File: src/design/isc_pkg.sv
package isc_pkg;

    // ------------------------------------------------------------
    // sources and their slots in the request flag word
    // ------------------------------------------------------------
    localparam int ISC_NSRC = 7;
    localparam int ISC_SRC_KEY = 0;
    localparam int ISC_SRC_WDT_NMI = 1;
    localparam int ISC_SRC_WDT_INT = 2;
    localparam int ISC_SRC_TIMER_A = 3;
    localparam int ISC_SRC_TIMER_B = 4;
    localparam int ISC_SRC_LOW_VOLT = 5;
    localparam int ISC_SRC_NVM_DONE = 6;
    localparam int ISC_NKEY = 4;
    localparam int ISC_NLEVEL = 8;

    // ------------------------------------------------------------
    // vector table addresses
    // ------------------------------------------------------------
    localparam logic [15:0] ISC_VEC_KEY = 16'h0002;
    localparam logic [15:0] ISC_VEC_WDT_NMI = 16'h0004;
    localparam logic [15:0] ISC_VEC_WDT_INT = 16'h0006;
    localparam logic [15:0] ISC_VEC_TIMER_A = 16'h0008;
    localparam logic [15:0] ISC_VEC_TIMER_B = 16'h000A;
    localparam logic [15:0] ISC_VEC_LOW_VOLT = 16'h000C;
    localparam logic [15:0] ISC_VEC_NVM_DONE = 16'h000E;

    // ------------------------------------------------------------
    // register map (byte addresses) and reset values
    // ------------------------------------------------------------
    localparam logic [7:0] ISC_CTRL_OFS = 8'h00;
    localparam logic [7:0] ISC_MASK_OFS = 8'h04;
    localparam logic [7:0] ISC_FLAG_OFS = 8'h08;
    localparam logic [7:0] ISC_VEC_OFS = 8'h0C;
    localparam logic [4:0] ISC_CTRL_RST = 5'h00;
    localparam logic [6:0] ISC_MASK_RST = 7'h7C;
    localparam logic [6:0] ISC_MASKABLE = 7'h7C;
    localparam logic [6:0] ISC_NMI_BITS = 7'h03;
    localparam logic [6:0] ISC_FLAG_RST = 7'h00;
    localparam logic [15:0] ISC_VEC_RST = 16'h0000;

    // ------------------------------------------------------------
    // carriers
    // ------------------------------------------------------------
    typedef struct packed {
        logic [2:0] lvLevel;
        logic wdtNmiMode;
        logic globalEnable;
    } isc_ctrl_t;

    typedef struct packed {
        logic intReq;
        logic nmi;
        logic [2:0] srcIdx;
        logic [15:0] vector;
    } isc_core_req_t;

    typedef struct packed {
        logic wdtOverflow;
        logic timerAMatch;
        logic timerBMatch;
        logic nvmWriteDone;
    } isc_evt_t;

endpackage : isc_pkg

File: src/design/isc_edge_detect.sv
`timescale 1ns/1ns
module isc_edge_detect
    import isc_pkg::*;
#(
    parameter int W = 1
)
(
    input wire logic sys_clk,
    input wire logic rst_n,
    input wire logic [W-1:0] level,
    output logic [W-1:0] rise,
    output logic [W-1:0] fall
);

    logic [W-1:0] prev_reg;
    logic [W-1:0] prev_next;

    // ------------------------------------------------------------
    // last sampled level, one flop per line
    // ------------------------------------------------------------
    always_comb
    begin
        prev_next = level;
    end

    always_ff @(posedge sys_clk)
    begin
        if (!rst_n)
            prev_reg <= '0;
        else
            prev_reg <= prev_next;
    end

    // edges compare present level with the last one
    genvar g;
    generate
        for (g = 0; g < W; g++)
        begin : gEdge
            assign rise[g] = level[g] & ~prev_reg[g];
            assign fall[g] = ~level[g] & prev_reg[g];
        end
    endgenerate

endmodule : isc_edge_detect

File: src/design/isc_controller.sv
// Functional notes
// RL1: non-maskable requests ignore global enable flag
// RL2: non-maskable requests always beat maskable ones
// RL3: non-maskable request raises standby release
// RL4: maskable request raises standby release
// RL5: two non-maskable, five maskable internal sources
// RL6: key falling edge requests, vector 0002H
// RL7: watchdog mode overflow is non-maskable, 0004H
// RL8: interval mode overflow maskable, priority 0, 0006H
// RL9: timer A match, priority 1, 0008H
// RL10: timer B match, priority 2, 000AH
// RL11: low voltage request, priority 3, 000CH
// RL12: key edges count only in STOP mode
// RL13: any of four key inputs wakes STOP
// RL14: low voltage level software-chosen, off in STOP
// RL15: smallest priority number served first
// RL16: nonvolatile write done, lowest priority 4
// RL17: watchdog overflow goes one route only
// RL18: maskable needs mask clear and enable set; irqOut needs only mask clear
// RL19: flag held until acknowledged; events never lost
`timescale 1ns/1ns
module isc_controller
    import isc_pkg::*;
(
    input wire logic sys_clk,
    input wire logic rst_n,
    input wire logic psel,
    input wire logic penable,
    input wire logic pwrite,
    input wire logic [7:0] paddr,
    input wire logic [31:0] pwdata,
    output logic [31:0] prdata,
    output logic pready,
    output logic pslverr,
    input wire logic [ISC_NKEY-1:0] keyInputs,
    input wire logic stopMode,
    input wire logic [ISC_NLEVEL-1:0] supplyBelow,
    input wire isc_evt_t events,
    input wire logic intAck,
    output isc_core_req_t coreReq,
    output logic standbyRelease,
    output logic irqOut
);

    // ------------------------------------------------------------
    // helpers
    // ------------------------------------------------------------
    // index of the lowest set bit, the smallest priority number
    function automatic logic [2:0] firstSet(input logic [6:0] v);
        logic [2:0] idx;
        idx = 3'h0;
        for (int i = ISC_NSRC - 1; i >= 0; i--)
            if (v[i])
                idx = 3'(i);
        return idx;
    endfunction : firstSet

    function automatic logic [15:0] vecOf(input logic [2:0] idx);
        logic [15:0] v;
        unique case (idx)
            3'h0: v = ISC_VEC_KEY;
            3'h1: v = ISC_VEC_WDT_NMI;
            3'h2: v = ISC_VEC_WDT_INT;
            3'h3: v = ISC_VEC_TIMER_A;
            3'h4: v = ISC_VEC_TIMER_B;
            3'h5: v = ISC_VEC_LOW_VOLT;
            default: v = ISC_VEC_NVM_DONE;
        endcase
        return v;
    endfunction : vecOf

    // ------------------------------------------------------------
    // event detection
    // ------------------------------------------------------------
    logic [4:0] edgeRise;
    logic [4:0] edgeFall;
    logic lvBelow;
    logic [6:0] setPulse;
    isc_ctrl_t ctrl_reg;
    isc_ctrl_t ctrl_next;
    isc_core_req_t coreReq_reg;
    isc_core_req_t coreReq_next;

    // detector follows the chosen level and sleeps in STOP
    assign lvBelow = supplyBelow[ctrl_reg.lvLevel] & ~stopMode; // [RL14]

    isc_edge_detect #(.W(5)) uEdge (
        .sys_clk(sys_clk),
        .rst_n(rst_n),
        .level({lvBelow, keyInputs}),
        .rise(edgeRise),
        .fall(edgeFall)
    );

    // one set pulse per source
    always_comb
    begin
        setPulse = '0;
        setPulse[ISC_SRC_KEY] = stopMode & (|edgeFall[3:0]); // [RL6] [RL12] [RL13]
        setPulse[ISC_SRC_WDT_NMI] = events.wdtOverflow & ctrl_reg.wdtNmiMode; // [RL7] [RL17]
        setPulse[ISC_SRC_WDT_INT] = events.wdtOverflow & ~ctrl_reg.wdtNmiMode; // [RL8] [RL17]
        setPulse[ISC_SRC_TIMER_A] = events.timerAMatch; // [RL9]
        setPulse[ISC_SRC_TIMER_B] = events.timerBMatch; // [RL10]
        setPulse[ISC_SRC_LOW_VOLT] = edgeRise[4]; // [RL11]
        setPulse[ISC_SRC_NVM_DONE] = events.nvmWriteDone; // [RL16] [RL5]
    end

    // ------------------------------------------------------------
    // registers and bus slave
    // ------------------------------------------------------------
    logic [6:0] mask_reg;
    logic [6:0] mask_next;
    logic [6:0] flag_reg;
    logic [6:0] flag_next;
    logic [31:0] prdata_reg;
    logic [31:0] prdata_next;
    logic pready_reg;
    logic pready_next;
    logic pslverr_reg;
    logic pslverr_next;
    logic setup;
    logic wrAccess;
    logic mapped;
    logic [6:0] ackClear;
    logic [6:0] w1c;

    assign setup = psel & ~penable;
    assign wrAccess = psel & penable & pready_reg & pwrite & ~pslverr_reg;
    assign mapped = (paddr == ISC_CTRL_OFS) || (paddr == ISC_MASK_OFS)
        || (paddr == ISC_FLAG_OFS) || (paddr == ISC_VEC_OFS);

    // acknowledge clears the flag that is presented now
    always_comb
    begin
        ackClear = '0;
        if (intAck && coreReq_reg.intReq)
            ackClear[coreReq_reg.srcIdx] = 1'b1; // [RL19]
        w1c = (wrAccess && paddr == ISC_FLAG_OFS) ? pwdata[6:0] : 7'h00;
    end

    // next register state; a new event wins over any clear
    always_comb
    begin
        ctrl_next = ctrl_reg;
        mask_next = mask_reg;
        if (wrAccess && paddr == ISC_CTRL_OFS)
            ctrl_next = isc_ctrl_t'(pwdata[4:0]);
        if (wrAccess && paddr == ISC_MASK_OFS)
            mask_next = pwdata[6:0] & ISC_MASKABLE;
        flag_next = (flag_reg & ~(ackClear | w1c)) | setPulse; // [RL19]
    end

    // read data and answer are prepared in the setup cycle
    always_comb
    begin
        prdata_next = 32'h0000_0000;
        pready_next = setup;
        pslverr_next = setup & ~mapped;
        if (setup && !pwrite)
        begin
            unique case (paddr)
                ISC_CTRL_OFS: prdata_next = {27'h0, ctrl_reg};
                ISC_MASK_OFS: prdata_next = {25'h0, mask_reg};
                ISC_FLAG_OFS: prdata_next = {25'h0, flag_reg};
                ISC_VEC_OFS: prdata_next = {11'h0, coreReq_reg};
                default: prdata_next = 32'h0000_0000;
            endcase
        end
    end

    always_ff @(posedge sys_clk)
    begin
        if (!rst_n)
        begin
            ctrl_reg <= isc_ctrl_t'(ISC_CTRL_RST);
            mask_reg <= ISC_MASK_RST;
            flag_reg <= ISC_FLAG_RST;
            prdata_reg <= 32'h0000_0000;
            pready_reg <= 1'b0;
            pslverr_reg <= 1'b0;
        end
        else
        begin
            ctrl_reg <= ctrl_next;
            mask_reg <= mask_next;
            flag_reg <= flag_next;
            prdata_reg <= prdata_next;
            pready_reg <= pready_next;
            pslverr_reg <= pslverr_next;
        end
    end

    // ------------------------------------------------------------
    // arbitration toward the core, on the next flag state
    // ------------------------------------------------------------
    logic standby_reg;
    logic standby_next;
    logic irq_reg;
    logic irq_next;
    logic [6:0] nmiPend;
    logic [6:0] maskPend;

    always_comb
    begin
        nmiPend = flag_next & ISC_NMI_BITS; // [RL1]
        maskPend = flag_next & ISC_MASKABLE & ~mask_next;
        coreReq_next = '0;
        if (|nmiPend)
        begin
            coreReq_next.intReq = 1'b1; // [RL2]
            coreReq_next.nmi = 1'b1;
            coreReq_next.srcIdx = firstSet(nmiPend);
        end
        else if ((|maskPend) && ctrl_next.globalEnable) // [RL18]
        begin
            coreReq_next.intReq = 1'b1;
            coreReq_next.srcIdx = firstSet(maskPend); // [RL15]
        end
        coreReq_next.vector = coreReq_next.intReq ? vecOf(coreReq_next.srcIdx) : ISC_VEC_RST;
        standby_next = (|nmiPend) | (|maskPend); // [RL3] [RL4]
        irq_next = (|nmiPend) | (|maskPend);
    end

    always_ff @(posedge sys_clk)
    begin
        if (!rst_n)
        begin
            coreReq_reg <= '0;
            standby_reg <= 1'b0;
            irq_reg <= 1'b0;
        end
        else
        begin
            coreReq_reg <= coreReq_next;
            standby_reg <= standby_next;
            irq_reg <= irq_next;
        end
    end

    assign prdata = prdata_reg;
    assign pready = pready_reg;
    assign pslverr = pslverr_reg;
    assign coreReq = coreReq_reg;
    assign standbyRelease = standby_reg;
    assign irqOut = irq_reg;
endmodule : isc_controller

File: config.mk
export PLATFORM = sky130hd
export DESIGN_NAME = isc_controller
export DESIGN_NICKNAME = d
export VERILOG_FILES = /design/src/design/isc_pkg.sv /design/src/design/isc_edge_detect.sv /design/src/design/isc_controller.sv
export SDC_FILE = /design/constraint.sdc
export NUM_CORES = 1
export LEC_CHECK = 0
export BUFFER_PORTS_ARGS = -buffer_cell sky130_fd_sc_hd__buf_2
export CAP_MARGIN = 0
export CORE_MARGIN = 1.5
export CORE_UTILIZATION = 42
export CTS_BUF_LIST = sky130_fd_sc_hd__clkbuf_2 sky130_fd_sc_hd__clkbuf_4 sky130_fd_sc_hd__clkbuf_8
export CTS_CLUSTER_SIZE = 28
export DETAILED_ROUTE_END_ITERATION = 6
export GPL_ROUTABILITY_DRIVEN = 0
export PLACE_DENSITY = 0.84
export SLEW_MARGIN = 15
export SYNTH_ARGS = -nofsm -noshare
export SYNTH_HDL_FRONTEND = slang
export SYNTH_SLANG_ARGS = --single-unit
File: constraint.sdc
create_clock -name sys_clk -period 1.87 [get_ports sys_clk]
set_input_delay 0.187 -clock sys_clk [delete_from_list [all_inputs] [get_ports sys_clk]]
set_output_delay 0.187 -clock sys_clk [all_outputs]
set_load 0.02 [all_outputs]
==> summary.txt <==
Outcome
  • Outcome: complete, but fails checks
  • Failing checks: negative setup slack

Routing
  • Total number of vias: 2185
  • ANT nets after route: 0
  • Met2 Wirelength: 3400 um
  • Final wirelength: 6710 um
  • Wire length on met3: 470 um
  • # DRC: 0
  • Avg WL per Cell: 15.8 um
  • Top sig layer: met4
  • Router iterations before antenna repair: 4
  • Via density: 5.15
  • M1 WL: 2650 um
  • Detailed router's first-iteration violation count: 194

Yosys
  • Synth warn: 0
  • FFs w/ async S/R, synth: 0%
  • Syn Area/Cell: 9.27 um2
  • Synthesized area: 2320 um2
  • Synth top area cells: dfxtp_1, buf_4, mux4_2
  • Number of synthesized flops with an enable pin: 0
  • Post-synth top area share: 40.6%
  • Post-Syn Instances: 250
  • Most used DFF post-synth: dfxtp_1
  • Yosys top cell by area: dfxtp_1
  • Yosys cell types: 56
  • Register area share after synthesis: 40.6%
  • Synth Register Bits: 47

Clock network
  • # clock sinks: 47
  • H-tree Lvls: 2
  • Hold buffers post-CTS: 0
  • Clock latency on the worst-skew pair: 0.31 ns
  • CTS tree: built
  • Clock root buffer: clkbuf_8
  • Clock-pin transition on the worst setup and hold timing paths: 0.09 ns
  • TritonCTS Buffers: 5
  • Clock Tree Buf Depth: 2

Die
  • Placement Rows: 26
  • Die Y: 77.3 um
  • Total die area: 5970 um2
  • Die X: 77.3 um
  • Initial Util: 44.5%
  • I/O pins: 120
  • Core area: 5200 um2

STA
  • Final worst slack: -0.279 ns
  • Final Setup Violations: 11
  • Final Hold Viols: 0
  • Tcrit/Tclk final: 115%
  • Unrepaired setup endpoints after global routing: true
  • Min cycle time layout: 2.15 ns
  • Clk_skew: 0.00783 ns
  • Max Slew Vio Count: 0
  • Max Clk Rate: 465 MHz

Hold path
  • Endpoint, Worst Hold: uEdge.prev_reg[1]
  • WHS Path Cells: 2
  • Hold WC Path Type: in -> reg
  • Hold Path Origin: keyInputs[1]

Layout
  • Fill count: 407
  • Ratio of cells with drive above 1 in the final layout: 44.6%
  • Fin cells: 424
  • Largest register FFs: 12
  • Area Overhead vs Synth: 38.5%
  • Nets: 416
  • Antenna diodes: 0
  • Final core area utilization: 61.7%

Global routing
  • Largest net degree at the start of global routing: 17
  • First-pass GRT wire length: 10300 um
  • Initial antenna violation count: 0
  • Vias in the first global route: 2111
  • GRT Total Usage: 22.3%
  • Total gr overflow: 0

Setup path
  • Setup crit end kind: flop
  • FF-to-FF setup slack: -0.28 ns
  • R2R Path End: coreReq[2]
  • Critical R2R Launch: pslverr
  • Critical path class: reg -> reg
  • CP startpoint kind: flop
  • Worst r2r path cells: 8
  • Critical Path Start: pslverr
  • Arrival time of the worst setup path: 2.39 ns
  • Worst-path maximum fanout: 5
  • Required @ worst endpoint: 2.11 ns

Power
  • Leakage power: 1.50 nW
  • Pwr/cell area: 695 nW/um2
  • Peak supply drop: 0.000333 V
  • Total power: 0.00223 W

Placement
  • Port bufs: 61
  • Placed insts: 403
  • Detailed placement HPWL: 4520 um
  • Pre-CTS setup slack: -0.323 ns

Run
  • Max cap viols: 0
[power by group]
| part | leakage (nW) | switching, W | internal, W |
|---|---|---|---|
| sequential | 0.384 | 0.0000145 | 0.00102 |
| clock | 0.0687 | 0.000360 | 0.000534 |
| combinational | 1.05 | 0.000189 | 0.000111 |
[through the flow]
stage / hold slack (ns) / setup TNS (ns) / cell area [um2]
floorplan: 0.304 / -0.0533 / 2480
global placement: 0.410 / -0.952 / 2810
detailed placement: 0.415 / -1.35 / 2810
CTS: 0.0963 / -1.08 / 3130
global route: 0.0991 / -2.65 / 3210
finish: 0.0980 / -1.68 / 3210
[synth_stat cells, drive strengths merged, types with 2 or more instances]
library cell   n
nor2          25
and3           4
nand4          3
o211ai         2
dfxtp         47
nand3          2
inv           11
o21ai          5
nand2b         3
nor2b          7
o21a           2
nand2         23
clkbuf         5
a22oi          7
mux2i          8
o2bb2ai        2
o31ai          3
nor3           6
and2           8
a21oi         13
mux4           4
buf           35
a211o          2
[what timing repair did]
| item | CTS | global route |
|---|---|---|
| resized for setup | 17 | 18 |
| pin swaps | 16 | 10 |
| hold endpoints to repair | 0 | 0 |
| setup buffers | 12 | 2 |
| endpoints found under the setup margin | 8 | 12 |
[layer usage]
layer | vias up | track usage [%]
met5 | - | 0
met4 | 0 | 9.64
met3 | 22 | 5.00
met2 | 108 | 39.7
met1 | 1048 | 25.4
li1 | 1007 | -
[layout make-up]
class | instances | area (um2) | area share [%]
Timing Repair Buffer | 104 | 656 | 20.4
Clock buffer | 5 | 68.8 | 2.14
Sequential cell | 47 | 947 | 29.5
Clock inverter | 3 | 66.3 | 2.06
Multi-Input combinational cell | 183 | 1340 | 41.8
Inverter | 12 | 45.0 | 1.40
Tap cell | 70 | 87.6 | 2.73
[logic make-up after synthesis]
group / after synthesis / share of synthesized area, %
buffers and inverters: 52 / 14.2
multiplexers: 13 / 7.83
AND/OR/NAND/NOR: 91 / 22.3
other: 1 / 0.162
flip-flops: 47 / 40.6
AO/OA/AOI/OAI: 46 / 14.8
[critical path: stages, from the launching register on]
cell	delay (ns)
dfxtp_4	0.37
and4bb_2	0.33
nand4_4	0.16
buf_4	0.20
mux2i_4	0.19
o21ai_2	0.11
o211a_1	0.28
a211o_1	0.26
a22oi_2	0.16
[layout by cell type, fill, tap and decap left out, drive strengths merged, types with 8 or more instances in the layout]
master and count:
inv 12, a21oi 13, nand2 23, dfxtp 47, mux2i 8, nor2 25, conb 33, and2 8
buf 103
[worst max path at each step]
stage / cells after the start / endpoint
finish: 8 / coreReq[2]
global route: 9 / coreReq[2]
CTS: 7 / coreReq[2]
detailed placement: 10 / coreReq[2]
global placement: 10 / coreReq[2]
floorplan: 7 / coreReq[2]
(Power assumes the default switching activity.)
